==> src/spi_core_pkg.sv <==
// Package of constants and carrier types for the SPI serial timing core.
package spi_core_pkg;

    // ------------------------------------------------------------------
    // Register offsets
    // ------------------------------------------------------------------
    localparam logic [3:0] CONTROL_ONE_ADDR = 4'h0;
    localparam logic [3:0] CONTROL_TWO_ADDR = 4'h1;
    localparam logic [3:0] RATE_ADDR = 4'h2;
    localparam logic [3:0] STATUS_ADDR = 4'h3;
    localparam logic [3:0] DATA_ADDR = 4'h4;

    // ------------------------------------------------------------------
    // Field positions
    // ------------------------------------------------------------------
    localparam int LSB_FIRST_POS = 0;
    localparam int SELECT_OE_POS = 1;
    localparam int PHASE_POS = 2;
    localparam int POLARITY_POS = 3;
    localparam int MASTER_POS = 4;
    localparam int ENABLE_POS = 6;
    localparam int FAULT_EN_POS = 4;
    localparam int RATE_SEL_POS = 0;
    localparam int PRESCALE_POS = 4;
    localparam int RX_FULL_POS = 7;
    localparam int FAULT_FLAG_POS = 4;
    localparam int TX_EMPTY_POS = 5;
    localparam int BUSY_POS = 0;

    // ------------------------------------------------------------------
    // Reset values and counts
    // ------------------------------------------------------------------
    localparam logic [7:0] CONTROL_ONE_RESET = 8'h04;
    localparam logic [7:0] CONTROL_TWO_RESET = 8'h00;
    localparam logic [7:0] RATE_RESET = 8'h00;
    localparam logic [3:0] BITS_PER_FRAME = 4'h8;
    localparam logic [3:0] RATE_SEL_MAX = 4'h8;

    // ------------------------------------------------------------------
    // Carrier types
    // ------------------------------------------------------------------
    typedef struct packed {
        logic [3:0] addr;
        logic [7:0] wdata;
        logic wr;
        logic rd;
    } reg_req_t;

    typedef struct packed {
        logic sclkOut;
        logic sclkOe;
        logic mosiOut;
        logic mosiOe;
        logic misoOut;
        logic misoOe;
        logic selOut;
        logic selOe;
    } pin_drive_t;

endpackage : spi_core_pkg

==> src/spi_serial_core.sv <==
// SPI serial timing core: clock formats, bit order, rate, select output.
`timescale 1ns/100ps
// Functional notes
// RL1 - Polarity inverts serial clock; phase picks one of two data timings.
// RL2 - Each transfer is eight bit times; phase set starts bit one at edge one.
// RL3 - Phase set: select falls half period early, rises after bit eight.
// RL4 - Phase set slave drives output on select low; first edge shifts bit out.
// RL5 - Phase set: sample on even edges, shift on odd edges after first.
// RL6 - Phase set: queued byte follows at once, select stays low.
// RL7 - Phase clear: select falls at bit one, rises half period after bit eight.
// RL8 - Phase clear slave presents first bit as soon as select goes low.
// RL9 - Phase clear: sample on odd edges, shift on even edges.
// RL10 - Phase clear: far master must raise select between bytes.
// RL11 - Bit-order setting picks MSB or LSB first in both phases.
// RL12 - Prescaler divides bus clock by field value plus one.
// RL13 - Rate field divides by two to the field plus one, 2 to 512.
// RL14 - Rate divider runs only for a master transfer in progress.
// RL15 - Automatic select needs master, select-output and fault-detect enables.
// RL16 - Multi-master fault detection off while automatic select is on.
// RL17 - Multi-master systems cannot detect conflicts with automatic select.
// RL18 - Master with fault input low goes slave, aborts, sets fault flag.
// RL19 - Deselected slave floats output, ignores clock, idles on select rise.
// RL20 - After eighth shift byte goes to receive buffer, receive-full set.
// RL21 - Idle master serial clock rests at the polarity level.
module spi_serial_core (
    // Clock and reset
    input wire logic clk_sys,
    input wire logic sys_rst,
    // Register port
    input wire spi_core_pkg::reg_req_t regReq,
    output logic [7:0] regRdata,
    // Serial pins, sampled through synchronisers
    input wire logic sclkIn,
    input wire logic mosiIn,
    input wire logic misoIn,
    input wire logic selIn,
    output spi_core_pkg::pin_drive_t pins
);

    typedef enum logic [3:0] {
        ST_IDLE = 4'b0001,
        ST_LEAD = 4'b0010,
        ST_SHIFT = 4'b0100,
        ST_TRAIL = 4'b1000
    } mst_state_t;

    logic [7:0] ctrlOne_r, ctrlOne_nxt, ctrlTwo_r, ctrlTwo_nxt, rate_r, rate_nxt;
    logic [7:0] txBuf_r, txBuf_nxt, rxBuf_r, rxBuf_nxt, shift_r, shift_nxt;
    logic txFull_r, txFull_nxt, rxFull_r, rxFull_nxt, fault_r, fault_nxt;
    logic faultSeen_r, faultSeen_nxt, sample_r, sample_nxt, sclk_r, sclk_nxt;
    logic selOut_r, selOut_nxt;
    logic [4:0] edges_r, edges_nxt;
    mst_state_t state_r, state_nxt;
    logic [7:0] rdata_r, rdata_nxt;
    logic [3:0] syncA_r, syncB_r, syncC_r;
    logic halfTick, isMaster, lsbFirst, phase, polarity, autoSel, faultIn;
    logic slvSel, sclkRise, sclkFall, slvEdge, cfgWrite;

    // --------------------------------------------------------------
    // Pin synchronisers
    // --------------------------------------------------------------
    always_ff @(posedge clk_sys or posedge sys_rst) begin
        if (sys_rst) begin
            syncA_r <= 4'hf;
            syncB_r <= 4'hf;
            syncC_r <= 4'hf;
        end else begin
            syncA_r <= {sclkIn, mosiIn, misoIn, selIn};
            syncB_r <= syncA_r;
            syncC_r <= syncB_r;
        end
    end

    function automatic logic [7:0] shiftIn(input logic [7:0] v, input logic b, input logic lsb);
        shiftIn = lsb ? {b, v[7:1]} : {v[6:0], b};
    endfunction : shiftIn

    function automatic logic outBit(input logic [7:0] v, input logic lsb);
        outBit = lsb ? v[0] : v[7];
    endfunction : outBit

    assign isMaster = ctrlOne_r[spi_core_pkg::MASTER_POS];
    assign lsbFirst = ctrlOne_r[spi_core_pkg::LSB_FIRST_POS];
    assign phase = ctrlOne_r[spi_core_pkg::PHASE_POS];
    assign polarity = ctrlOne_r[spi_core_pkg::POLARITY_POS];
    assign autoSel = isMaster && ctrlOne_r[spi_core_pkg::SELECT_OE_POS]
        && ctrlTwo_r[spi_core_pkg::FAULT_EN_POS]; // RL15
    assign faultIn = isMaster && ctrlTwo_r[spi_core_pkg::FAULT_EN_POS]
        && !ctrlOne_r[spi_core_pkg::SELECT_OE_POS] && !syncB_r[0]; // RL16 RL18
    assign slvSel = !isMaster && !syncB_r[0] && ctrlOne_r[spi_core_pkg::ENABLE_POS];
    // Edge detection on the polarity-corrected slave clock.
    assign sclkRise = (syncB_r[3] ^ polarity) && !(syncC_r[3] ^ polarity); // RL1
    assign sclkFall = !(syncB_r[3] ^ polarity) && (syncC_r[3] ^ polarity);
    assign slvEdge = slvSel && (sclkRise || sclkFall); // RL19
    assign cfgWrite = regReq.wr && (regReq.addr == spi_core_pkg::CONTROL_ONE_ADDR
        || regReq.addr == spi_core_pkg::CONTROL_TWO_ADDR
        || regReq.addr == spi_core_pkg::RATE_ADDR);

    spi_rate_gen u_rate (
        .clk_sys(clk_sys),
        .sys_rst(sys_rst),
        .run(isMaster && state_r != ST_IDLE), // RL14
        .prescale(rate_r[spi_core_pkg::PRESCALE_POS +: 3]),
        .rateSel(rate_r[spi_core_pkg::RATE_SEL_POS +: 4]),
        .halfTick(halfTick)
    );

    // --------------------------------------------------------------
    // Next-state logic
    // --------------------------------------------------------------
    always_comb begin
        logic edgeOdd;
        edgeOdd = 1'b0;
        ctrlOne_nxt = ctrlOne_r;
        ctrlTwo_nxt = ctrlTwo_r;
        rate_nxt = rate_r;
        txBuf_nxt = txBuf_r;
        txFull_nxt = txFull_r;
        rxBuf_nxt = rxBuf_r;
        rxFull_nxt = rxFull_r;
        fault_nxt = fault_r;
        faultSeen_nxt = faultSeen_r;
        shift_nxt = shift_r;
        sample_nxt = sample_r;
        sclk_nxt = sclk_r;
        selOut_nxt = selOut_r;
        edges_nxt = edges_r;
        state_nxt = state_r;
        rdata_nxt = 8'h00;
        // Register writes.
        if (regReq.wr) begin
            unique case (regReq.addr)
                spi_core_pkg::CONTROL_ONE_ADDR: begin
                    ctrlOne_nxt = regReq.wdata;
                    if (faultSeen_r) begin
                        fault_nxt = 1'b0;
                    end
                end
                spi_core_pkg::CONTROL_TWO_ADDR: ctrlTwo_nxt = regReq.wdata;
                spi_core_pkg::RATE_ADDR: rate_nxt = regReq.wdata & 8'h7f;
                spi_core_pkg::DATA_ADDR: begin
                    txBuf_nxt = regReq.wdata;
                    txFull_nxt = 1'b1;
                end
                default: ;
            endcase
        end
        // Register reads.
        if (regReq.rd) begin
            unique case (regReq.addr)
                spi_core_pkg::CONTROL_ONE_ADDR: rdata_nxt = ctrlOne_r;
                spi_core_pkg::CONTROL_TWO_ADDR: rdata_nxt = ctrlTwo_r;
                spi_core_pkg::RATE_ADDR: rdata_nxt = rate_r;
                spi_core_pkg::STATUS_ADDR: begin
                    rdata_nxt[spi_core_pkg::RX_FULL_POS] = rxFull_r;
                    rdata_nxt[spi_core_pkg::TX_EMPTY_POS] = !txFull_r;
                    rdata_nxt[spi_core_pkg::FAULT_FLAG_POS] = fault_r;
                    rdata_nxt[spi_core_pkg::BUSY_POS] = state_r != ST_IDLE;
                    faultSeen_nxt = fault_r;
                end
                spi_core_pkg::DATA_ADDR: begin
                    rdata_nxt = rxBuf_r;
                    rxFull_nxt = 1'b0;
                end
                default: ;
            endcase
        end
        if (isMaster) begin
            unique case (state_r)
                ST_IDLE: begin
                    sclk_nxt = polarity; // RL21
                    selOut_nxt = 1'b1;
                    if (txFull_r && ctrlOne_r[spi_core_pkg::ENABLE_POS] && !cfgWrite) begin
                        shift_nxt = txBuf_r;
                        txFull_nxt = regReq.wr && regReq.addr == spi_core_pkg::DATA_ADDR;
                        edges_nxt = 5'h00;
                        state_nxt = ST_LEAD;
                    end
                end
                ST_LEAD: if (halfTick) begin
                    selOut_nxt = 1'b0; // RL3 RL7
                    state_nxt = ST_SHIFT;
                end
                ST_SHIFT: if (halfTick) begin
                    edgeOdd = !edges_r[0];
                    edges_nxt = edges_r + 5'h01;
                    sclk_nxt = !sclk_r; // RL1
                    if (phase ? !edgeOdd : edgeOdd) begin // RL5 RL9
                        sample_nxt = syncB_r[1];
                    end else if (!(phase && edges_r == 5'h00)) begin // RL4
                        shift_nxt = shiftIn(shift_r, sample_r, lsbFirst); // RL11
                    end
                    if (edges_r == 5'h0f) begin // RL2
                        state_nxt = ST_TRAIL;
                    end
                end
                ST_TRAIL: if (halfTick) begin
                    // With phase set the last shift completes the byte; with phase clear it is already whole.
                    rxBuf_nxt = phase ? shiftIn(shift_r, sample_r, lsbFirst) : shift_r; // RL20
                    rxFull_nxt = 1'b1; // RL20
                    if (phase && txFull_r && !cfgWrite) begin // RL6
                        // The queued byte's first edge lands where the trail would end.
                        shift_nxt = txBuf_r;
                        txFull_nxt = regReq.wr && regReq.addr == spi_core_pkg::DATA_ADDR;
                        sclk_nxt = !sclk_r; // RL6
                        edges_nxt = 5'h01;
                        state_nxt = ST_SHIFT;
                    end else begin
                        selOut_nxt = 1'b1; // RL3 RL7
                        state_nxt = ST_IDLE;
                    end
                end
                default: state_nxt = ST_IDLE;
            endcase
            // A configuration change aborts a master transfer.
            if (cfgWrite && state_r != ST_IDLE) begin
                state_nxt = ST_IDLE;
                selOut_nxt = 1'b1;
                sclk_nxt = polarity;
            end
            if (faultIn) begin // RL18
                ctrlOne_nxt[spi_core_pkg::MASTER_POS] = 1'b0;
                fault_nxt = 1'b1;
                state_nxt = ST_IDLE;
                selOut_nxt = 1'b1;
            end
        end else begin
            state_nxt = ST_IDLE;
            if (!slvSel) begin // RL19
                edges_nxt = 5'h00;
                if (!phase) begin
                    shift_nxt = txFull_r ? txBuf_r : shift_r;
                end
            end else if (slvEdge) begin
                edgeOdd = !edges_r[0];
                edges_nxt = edges_r + 5'h01;
                if (phase ? !edgeOdd : edgeOdd) begin // RL5 RL9
                    sample_nxt = syncB_r[2];
                end else if (phase && edges_r == 5'h00) begin // RL4
                    shift_nxt = txFull_r ? txBuf_r : shift_r;
                    txFull_nxt = 1'b0;
                end else begin
                    shift_nxt = shiftIn(shift_r, sample_r, lsbFirst); // RL11
                end
                if (edges_r == 5'h0f && !phase) begin // RL8
                    rxBuf_nxt = shiftIn(shift_r, sample_r, lsbFirst);
                    rxFull_nxt = 1'b1; // RL20
                    txFull_nxt = 1'b0;
                    edges_nxt = 5'h00;
                end else if (edges_r == 5'h0f) begin
                    rxBuf_nxt = shiftIn(shift_r, syncB_r[2], lsbFirst);
                    rxFull_nxt = 1'b1; // RL20
                    edges_nxt = 5'h00;
                end
            end
        end
    end

    always_ff @(posedge clk_sys or posedge sys_rst) begin
        if (sys_rst) begin
            ctrlOne_r <= spi_core_pkg::CONTROL_ONE_RESET;
            ctrlTwo_r <= spi_core_pkg::CONTROL_TWO_RESET;
            rate_r <= spi_core_pkg::RATE_RESET;
            txBuf_r <= 8'h00;
            rxBuf_r <= 8'h00;
            shift_r <= 8'h00;
            txFull_r <= 1'b0;
            rxFull_r <= 1'b0;
            fault_r <= 1'b0;
            faultSeen_r <= 1'b0;
            sample_r <= 1'b0;
            sclk_r <= 1'b0;
            selOut_r <= 1'b1;
            edges_r <= 5'h00;
            state_r <= ST_IDLE;
            rdata_r <= 8'h00;
        end else begin
            ctrlOne_r <= ctrlOne_nxt;
            ctrlTwo_r <= ctrlTwo_nxt;
            rate_r <= rate_nxt;
            txBuf_r <= txBuf_nxt;
            rxBuf_r <= rxBuf_nxt;
            shift_r <= shift_nxt;
            txFull_r <= txFull_nxt;
            rxFull_r <= rxFull_nxt;
            fault_r <= fault_nxt;
            faultSeen_r <= faultSeen_nxt;
            sample_r <= sample_nxt;
            sclk_r <= sclk_nxt;
            selOut_r <= selOut_nxt;
            edges_r <= edges_nxt;
            state_r <= state_nxt;
            rdata_r <= rdata_nxt;
        end
    end

    // --------------------------------------------------------------
    // Pin drive
    // --------------------------------------------------------------
    always_comb begin
        pins.sclkOut = sclk_r;
        pins.sclkOe = isMaster;
        pins.mosiOut = outBit(shift_r, lsbFirst); // RL11
        pins.mosiOe = isMaster;
        pins.misoOut = outBit(shift_r, lsbFirst); // RL8
        pins.misoOe = slvSel; // RL4 RL19
        pins.selOut = selOut_r;
        pins.selOe = autoSel; // RL15
    end

    assign regRdata = rdata_r;

endmodule : spi_serial_core

==> src/spi_rate_gen.sv <==
// Bit-rate generator: prescaler and power-of-two rate divider.
`timescale 1ns/100ps
module spi_rate_gen (
    // Clock and reset
    input wire logic clk_sys,
    input wire logic sys_rst,
    // Control
    input wire logic run,
    input wire logic [2:0] prescale,
    input wire logic [3:0] rateSel,
    // Half bit period tick
    output logic halfTick
);

    logic [2:0] preCnt_r;
    logic [2:0] preCnt_nxt;
    logic [8:0] divCnt_r;
    logic [8:0] divCnt_nxt;
    logic [8:0] halfLimit;
    logic tick;

    // --------------------------------------------------------------
    // Divider counters
    // --------------------------------------------------------------
    always_comb begin
        // Half of 2^(min(rateSel,8)+1) prescaled clocks between toggles.
        halfLimit = (rateSel >= spi_core_pkg::RATE_SEL_MAX) ? 9'h100 : (9'h001 << rateSel);
        preCnt_nxt = preCnt_r;
        divCnt_nxt = divCnt_r;
        tick = 1'b0;
        if (!run) begin // RL14
            preCnt_nxt = 3'h0;
            divCnt_nxt = 9'h000;
        end else if (preCnt_r == prescale) begin // RL12
            preCnt_nxt = 3'h0;
            if (divCnt_r + 9'h001 >= halfLimit) begin // RL13
                divCnt_nxt = 9'h000;
                tick = 1'b1;
            end else begin
                divCnt_nxt = divCnt_r + 9'h001;
            end
        end else begin
            preCnt_nxt = preCnt_r + 3'h1;
        end
    end

    always_ff @(posedge clk_sys or posedge sys_rst) begin
        if (sys_rst) begin
            preCnt_r <= 3'h0;
            divCnt_r <= 9'h000;
        end else begin
            preCnt_r <= preCnt_nxt;
            divCnt_r <= divCnt_nxt;
        end
    end

    assign halfTick = tick;

endmodule : spi_rate_gen

==> config.mk <==
export PLATFORM = sky130hd
export DESIGN_NAME = spi_serial_core
export DESIGN_NICKNAME = d
export VERILOG_FILES = /design/src/spi_core_pkg.sv /design/src/spi_serial_core.sv /design/src/spi_rate_gen.sv
export SDC_FILE = /design/constraint.sdc
export NUM_CORES = 1
export LEC_CHECK = 0
export BUFFER_PORTS_ARGS = -buffer_cell sky130_fd_sc_hd__buf_2
export CORE_MARGIN = 2
export CORE_UTILIZATION = 50
export DETAILED_ROUTE_END_ITERATION = 7
export PLACE_DENSITY = 0.72
export SYNTH_ARGS = -nofsm -noshare
export SYNTH_HDL_FRONTEND = slang
export SYNTH_SLANG_ARGS = --single-unit
export TNS_END_PERCENT = 50
==> constraint.sdc <==
create_clock -name clk_sys -period 2.9 [get_ports clk_sys]
set_input_delay 0.29 -clock clk_sys [delete_from_list [all_inputs] [get_ports clk_sys]]
set_output_delay 0.29 -clock clk_sys [all_outputs]
set_load 0.02 [all_outputs]
==> reports/qor.yml <==
route:
  drt-initial-drc-count: 307
  detail_route.wl_per_cell_um: 18.3
  dr.pass1.iters: 6
  drc: 0
  wl_mm: 12.7
  via_per_inst: 6.06
  vias: 4215
  ant_nets: 0
worst_setup_path:
  path_cells: "nand3_2, nor2_2, buf_4, nand4_1, xnor2_2, ha_1, nand4_1, nor2_1, a221o_1, o21a_4, a21oi_4, a211oi_4, buf_12, mux2_2"
  cp_common_cell: "nand4_1"
  cpPeakStageDelay_ns: 0.37
  path_buf_inv: 2
  reg2reg_from: "u_rate.divCnt_r[3]$_DFFE_PP0P_"
  endpoint_kind: "flop"
  cp-start-kind: "flop"
  cp.arrival_ns: 3.18
  slowest_stage: "dfrtp_1"
  cp_top_family: "compound AO/OA/AOI/OAI gates"
  worst-r2r-setup-slack_ns: -0.02
  crit_path_max_fanout: 8
  required_ns: 3.15
  reg2regPathDepth: 14
  cp_num_cells: 14
  r2r-end: "shift_r[0]$_DFFE_PP0P_"
  crit_type: "reg -> reg"
yosys:
  syn_area_per_cell_um2: 10.3
  syn-cell-area_um2: 5290
  ys_seq_area_share_pct: 43.8
  synthCells: 512
  synth_edf_count: 0
  ys_types: 69
  yosys_warnings: 0
  ys_ff_latch: 92
  synth_nets: 547
  synthFlopType: "dfrtp_1"
  async_flop_share_pct: 100
final_layout:
  fin_area_um2: 6000
  mostFrequentLayoutCells: "80 x dfrtp_1, 48 x nand2_1, 43 x a21oi_1"
  fin_nets: 590
  final_common_cell: "dfrtp_1"
  antennaDiodeCount: 0
  syn2layout_area_growth_pct: 13.6
  drive_above_1_share_pct: 29.5
placed_design:
  gp_congestion: 0.885
  dpl_worst_slack_ns: -0.111
  dp_hpwl_mm: 9.14
  port_buffers: 35
  placed_area_um2: 5670
timing:
  relSlewSlack_pct: 47.8
  rsz0062_at_grt: "yes"
  tightest_slew_ns: 0.781
  min_period_ns: 2.92
  fmax_mhz: 342
  fin_ws_ns: -0.0231
  report.final.slew_viol_count: 0
  worst_clock_skew_ns: 0.00989
  finalHoldViolations: 0
  period_share_pct: 101
  setup_viol_count_final: 7
power_and_ir_drop:
  p_leak_nw: 2.67
  p_int_w: 0.00278
  peakVddDrop_uv: 358
  power_switching_w: 0.00158
  power_density_nw_per_um2: 726
  p_seq_share_pct: 40.8
  netSwitchingFraction_pct: 36.2
  pwr-share-clk_pct: 23.0
  total_power_w: 0.00436
  comb_power_share_pct: 36.2
clocking:
  clk_pin_slew_ns: 0.09
  clock_path_buffers: 2
  clock_latency_ns: 0.37
  numCtsBuffers: 9
  clock_sinks: 92
  cts_tree: "done"
  root_buffer: "clkbuf_8"
  cts_hold_buf: 0
  cts_max_level: 3
status:
  violations: "setup timing"
  status: "finished with violations"
die:
  design.die.area_um2: 11400
  start_util_pct: 51.4
  ios: 36
  rows: 37
  die_h_um: 107
  die_w_um: 107
  core_um2: 10300
hold_path:
  min_path_type: "in -> async"
global_routing:
  grt_overflow: 0
  globalRouteTotalUtil_pct: 24.2
  grt_pass1_vias: 4272
  antenna_found_initial: 0
  grt_max_degree: 93
  grt_pass1_wl_mm: 21.6
run:
  max-cap-violations: 0
state kept, by name, indices dropped and copies added (netlist names), 3 cells and up:
register         flops
txBuf_r              8
rxBuf_r              8
syncA_r              4
ctrlTwo_r            8
ctrlOne_r            8
shift_r              8
rate_r               7
u_rate.preCnt_r      3
regRdata             8
edges_r              5
u_rate.divCnt_r      9
state_r              4
syncB_r              4
cells by family after synthesis:
logic type	synth area share (%)
AND/OR/NAND/NOR	15.0
AO/OA/AOI/OAI	17.2
flip-flops	43.8
multiplexers	13.6
buffers and inverters	4.17
XOR/XNOR	2.65
adder cells (fa/ha/maj)	3.55
power groups by stage:
| stage | combinational, W | clock [W] | sequential, W |
|---|---|---|---|
| after CTS | 0.00153 | 0.00103 | 0.00177 |
| after detailed placement | 0.00152 | 0 | 0.00179 |
| final | 0.00158 | 0.00100 | 0.00178 |
| after global routing | 0.00174 | 0.00107 | 0.00181 |
| after global placement | 0.00148 | 0 | 0.00178 |
| after floorplan | 0.00121 | 0 | 0.00168 |
worst max-delay path by stage:
stage,slack (ns),from,to
floorplan,0.05,u_rate.divCnt_r[2]$_DFFE_PP0P_,rxBuf_r[1]$_DFFE_PP0P_
global placement,0.04,u_rate.divCnt_r[2]$_DFFE_PP0P_,edges_r[4]$_DFFE_PP0P_
detailed placement,-0.11,u_rate.divCnt_r[2]$_DFFE_PP0P_,edges_r[4]$_DFFE_PP0P_
CTS,0.004,u_rate.divCnt_r[2]$_DFFE_PP0P_,shift_r[0]$_DFFE_PP0P_
global route,-0.16,u_rate.divCnt_r[3]$_DFFE_PP0P_,shift_r[4]$_DFFE_PP0P_
finish,-0.02,u_rate.divCnt_r[3]$_DFFE_PP0P_,shift_r[0]$_DFFE_PP0P_
stage by stage:
stage | hold slack (ns) | std cells | TNS [ns] | util, %
after floorplan | 0.294 | 512 | 0 | -
after global placement | 0.346 | 677 | 0 | 55.2
after detailed placement | 0.347 | 677 | -0.877 | 55.2
after CTS | 0.00167 | 694 | 0 | 57.7
after global routing | 0.00325 | 696 | -1.79 | 58.4
final | 0.0158 | 696 | -0.146 | 58.4
synth_stat cells, drive strengths merged (3+ instances only):
| master | count | area [µm²] |
|---|---|---|
| nor4 | 4 | 25.0 |
| and2 | 4 | 27.5 |
| nand3 | 16 | 80.1 |
| nand2b | 7 | 51.3 |
| a221oi | 3 | 26.3 |
| clkbuf | 10 | 37.5 |
| ha | 15 | 188 |
| a22o | 5 | 43.8 |
| nand4 | 5 | 31.3 |
| a21oi | 45 | 236 |
| a222oi | 8 | 80.1 |
| o22ai | 4 | 25.0 |
| a32o | 8 | 80.1 |
| dfrtp | 80 | 2000 |
| inv | 11 | 41.3 |
| mux2i | 18 | 180 |
| o211ai | 3 | 22.5 |
| nor3 | 11 | 76.3 |
| o31ai | 3 | 22.5 |
| nor2b | 11 | 68.8 |
| xor2 | 5 | 43.8 |
| xnor2 | 11 | 96.3 |
| o21ai | 15 | 86.3 |
| and3 | 4 | 30.0 |
| buf | 22 | 141 |
| o41ai | 4 | 42.6 |
| nor2 | 36 | 135 |
| o21a | 4 | 37.5 |
| a211oi | 3 | 35.0 |
| dfstp | 12 | 315 |
| a21boi | 3 | 22.5 |
| mux2 | 46 | 541 |
| a21o | 4 | 30.0 |
| nand2 | 49 | 186 |
repair_timing:
item,4_1_cts,5_1_grt
setup endpoints to repair,12,22
pin swaps,1,5
gates resized for setup,5,10
buffers inserted,2,3
layer usage:
layer,global-route usage [%],wire (µm)
met1,31.4,5450
met2,38.6,6160
met3,4.38,737
met4,12.6,389
met5,0,0
worst register-to-register path, stage by stage, from the launching register on:
cell and delay (ns):
dfrtp_1 0.37, nand3_2 0.09, nor2_2 0.11, buf_4 0.13, nand4_1 0.14, xnor2_2 0.18, ha_1 0.33, nand4_1 0.12
nor2_1 0.06, a221o_1 0.37, o21a_4 0.23, a21oi_4 0.19, a211oi_4 0.06, buf_12 0.17, mux2_2 0.27
final cells by class:
class	instances	area, µm²
timing repair buffer	64	418
clock buffer	11	151
tap	136	170
sequential	92	2320
multi-input combinational	377	2820
fill	892	4270
inverter	11	42.5
clock inverter	5	82.6
No activity file was read; power rests on OpenSTA's default activity.
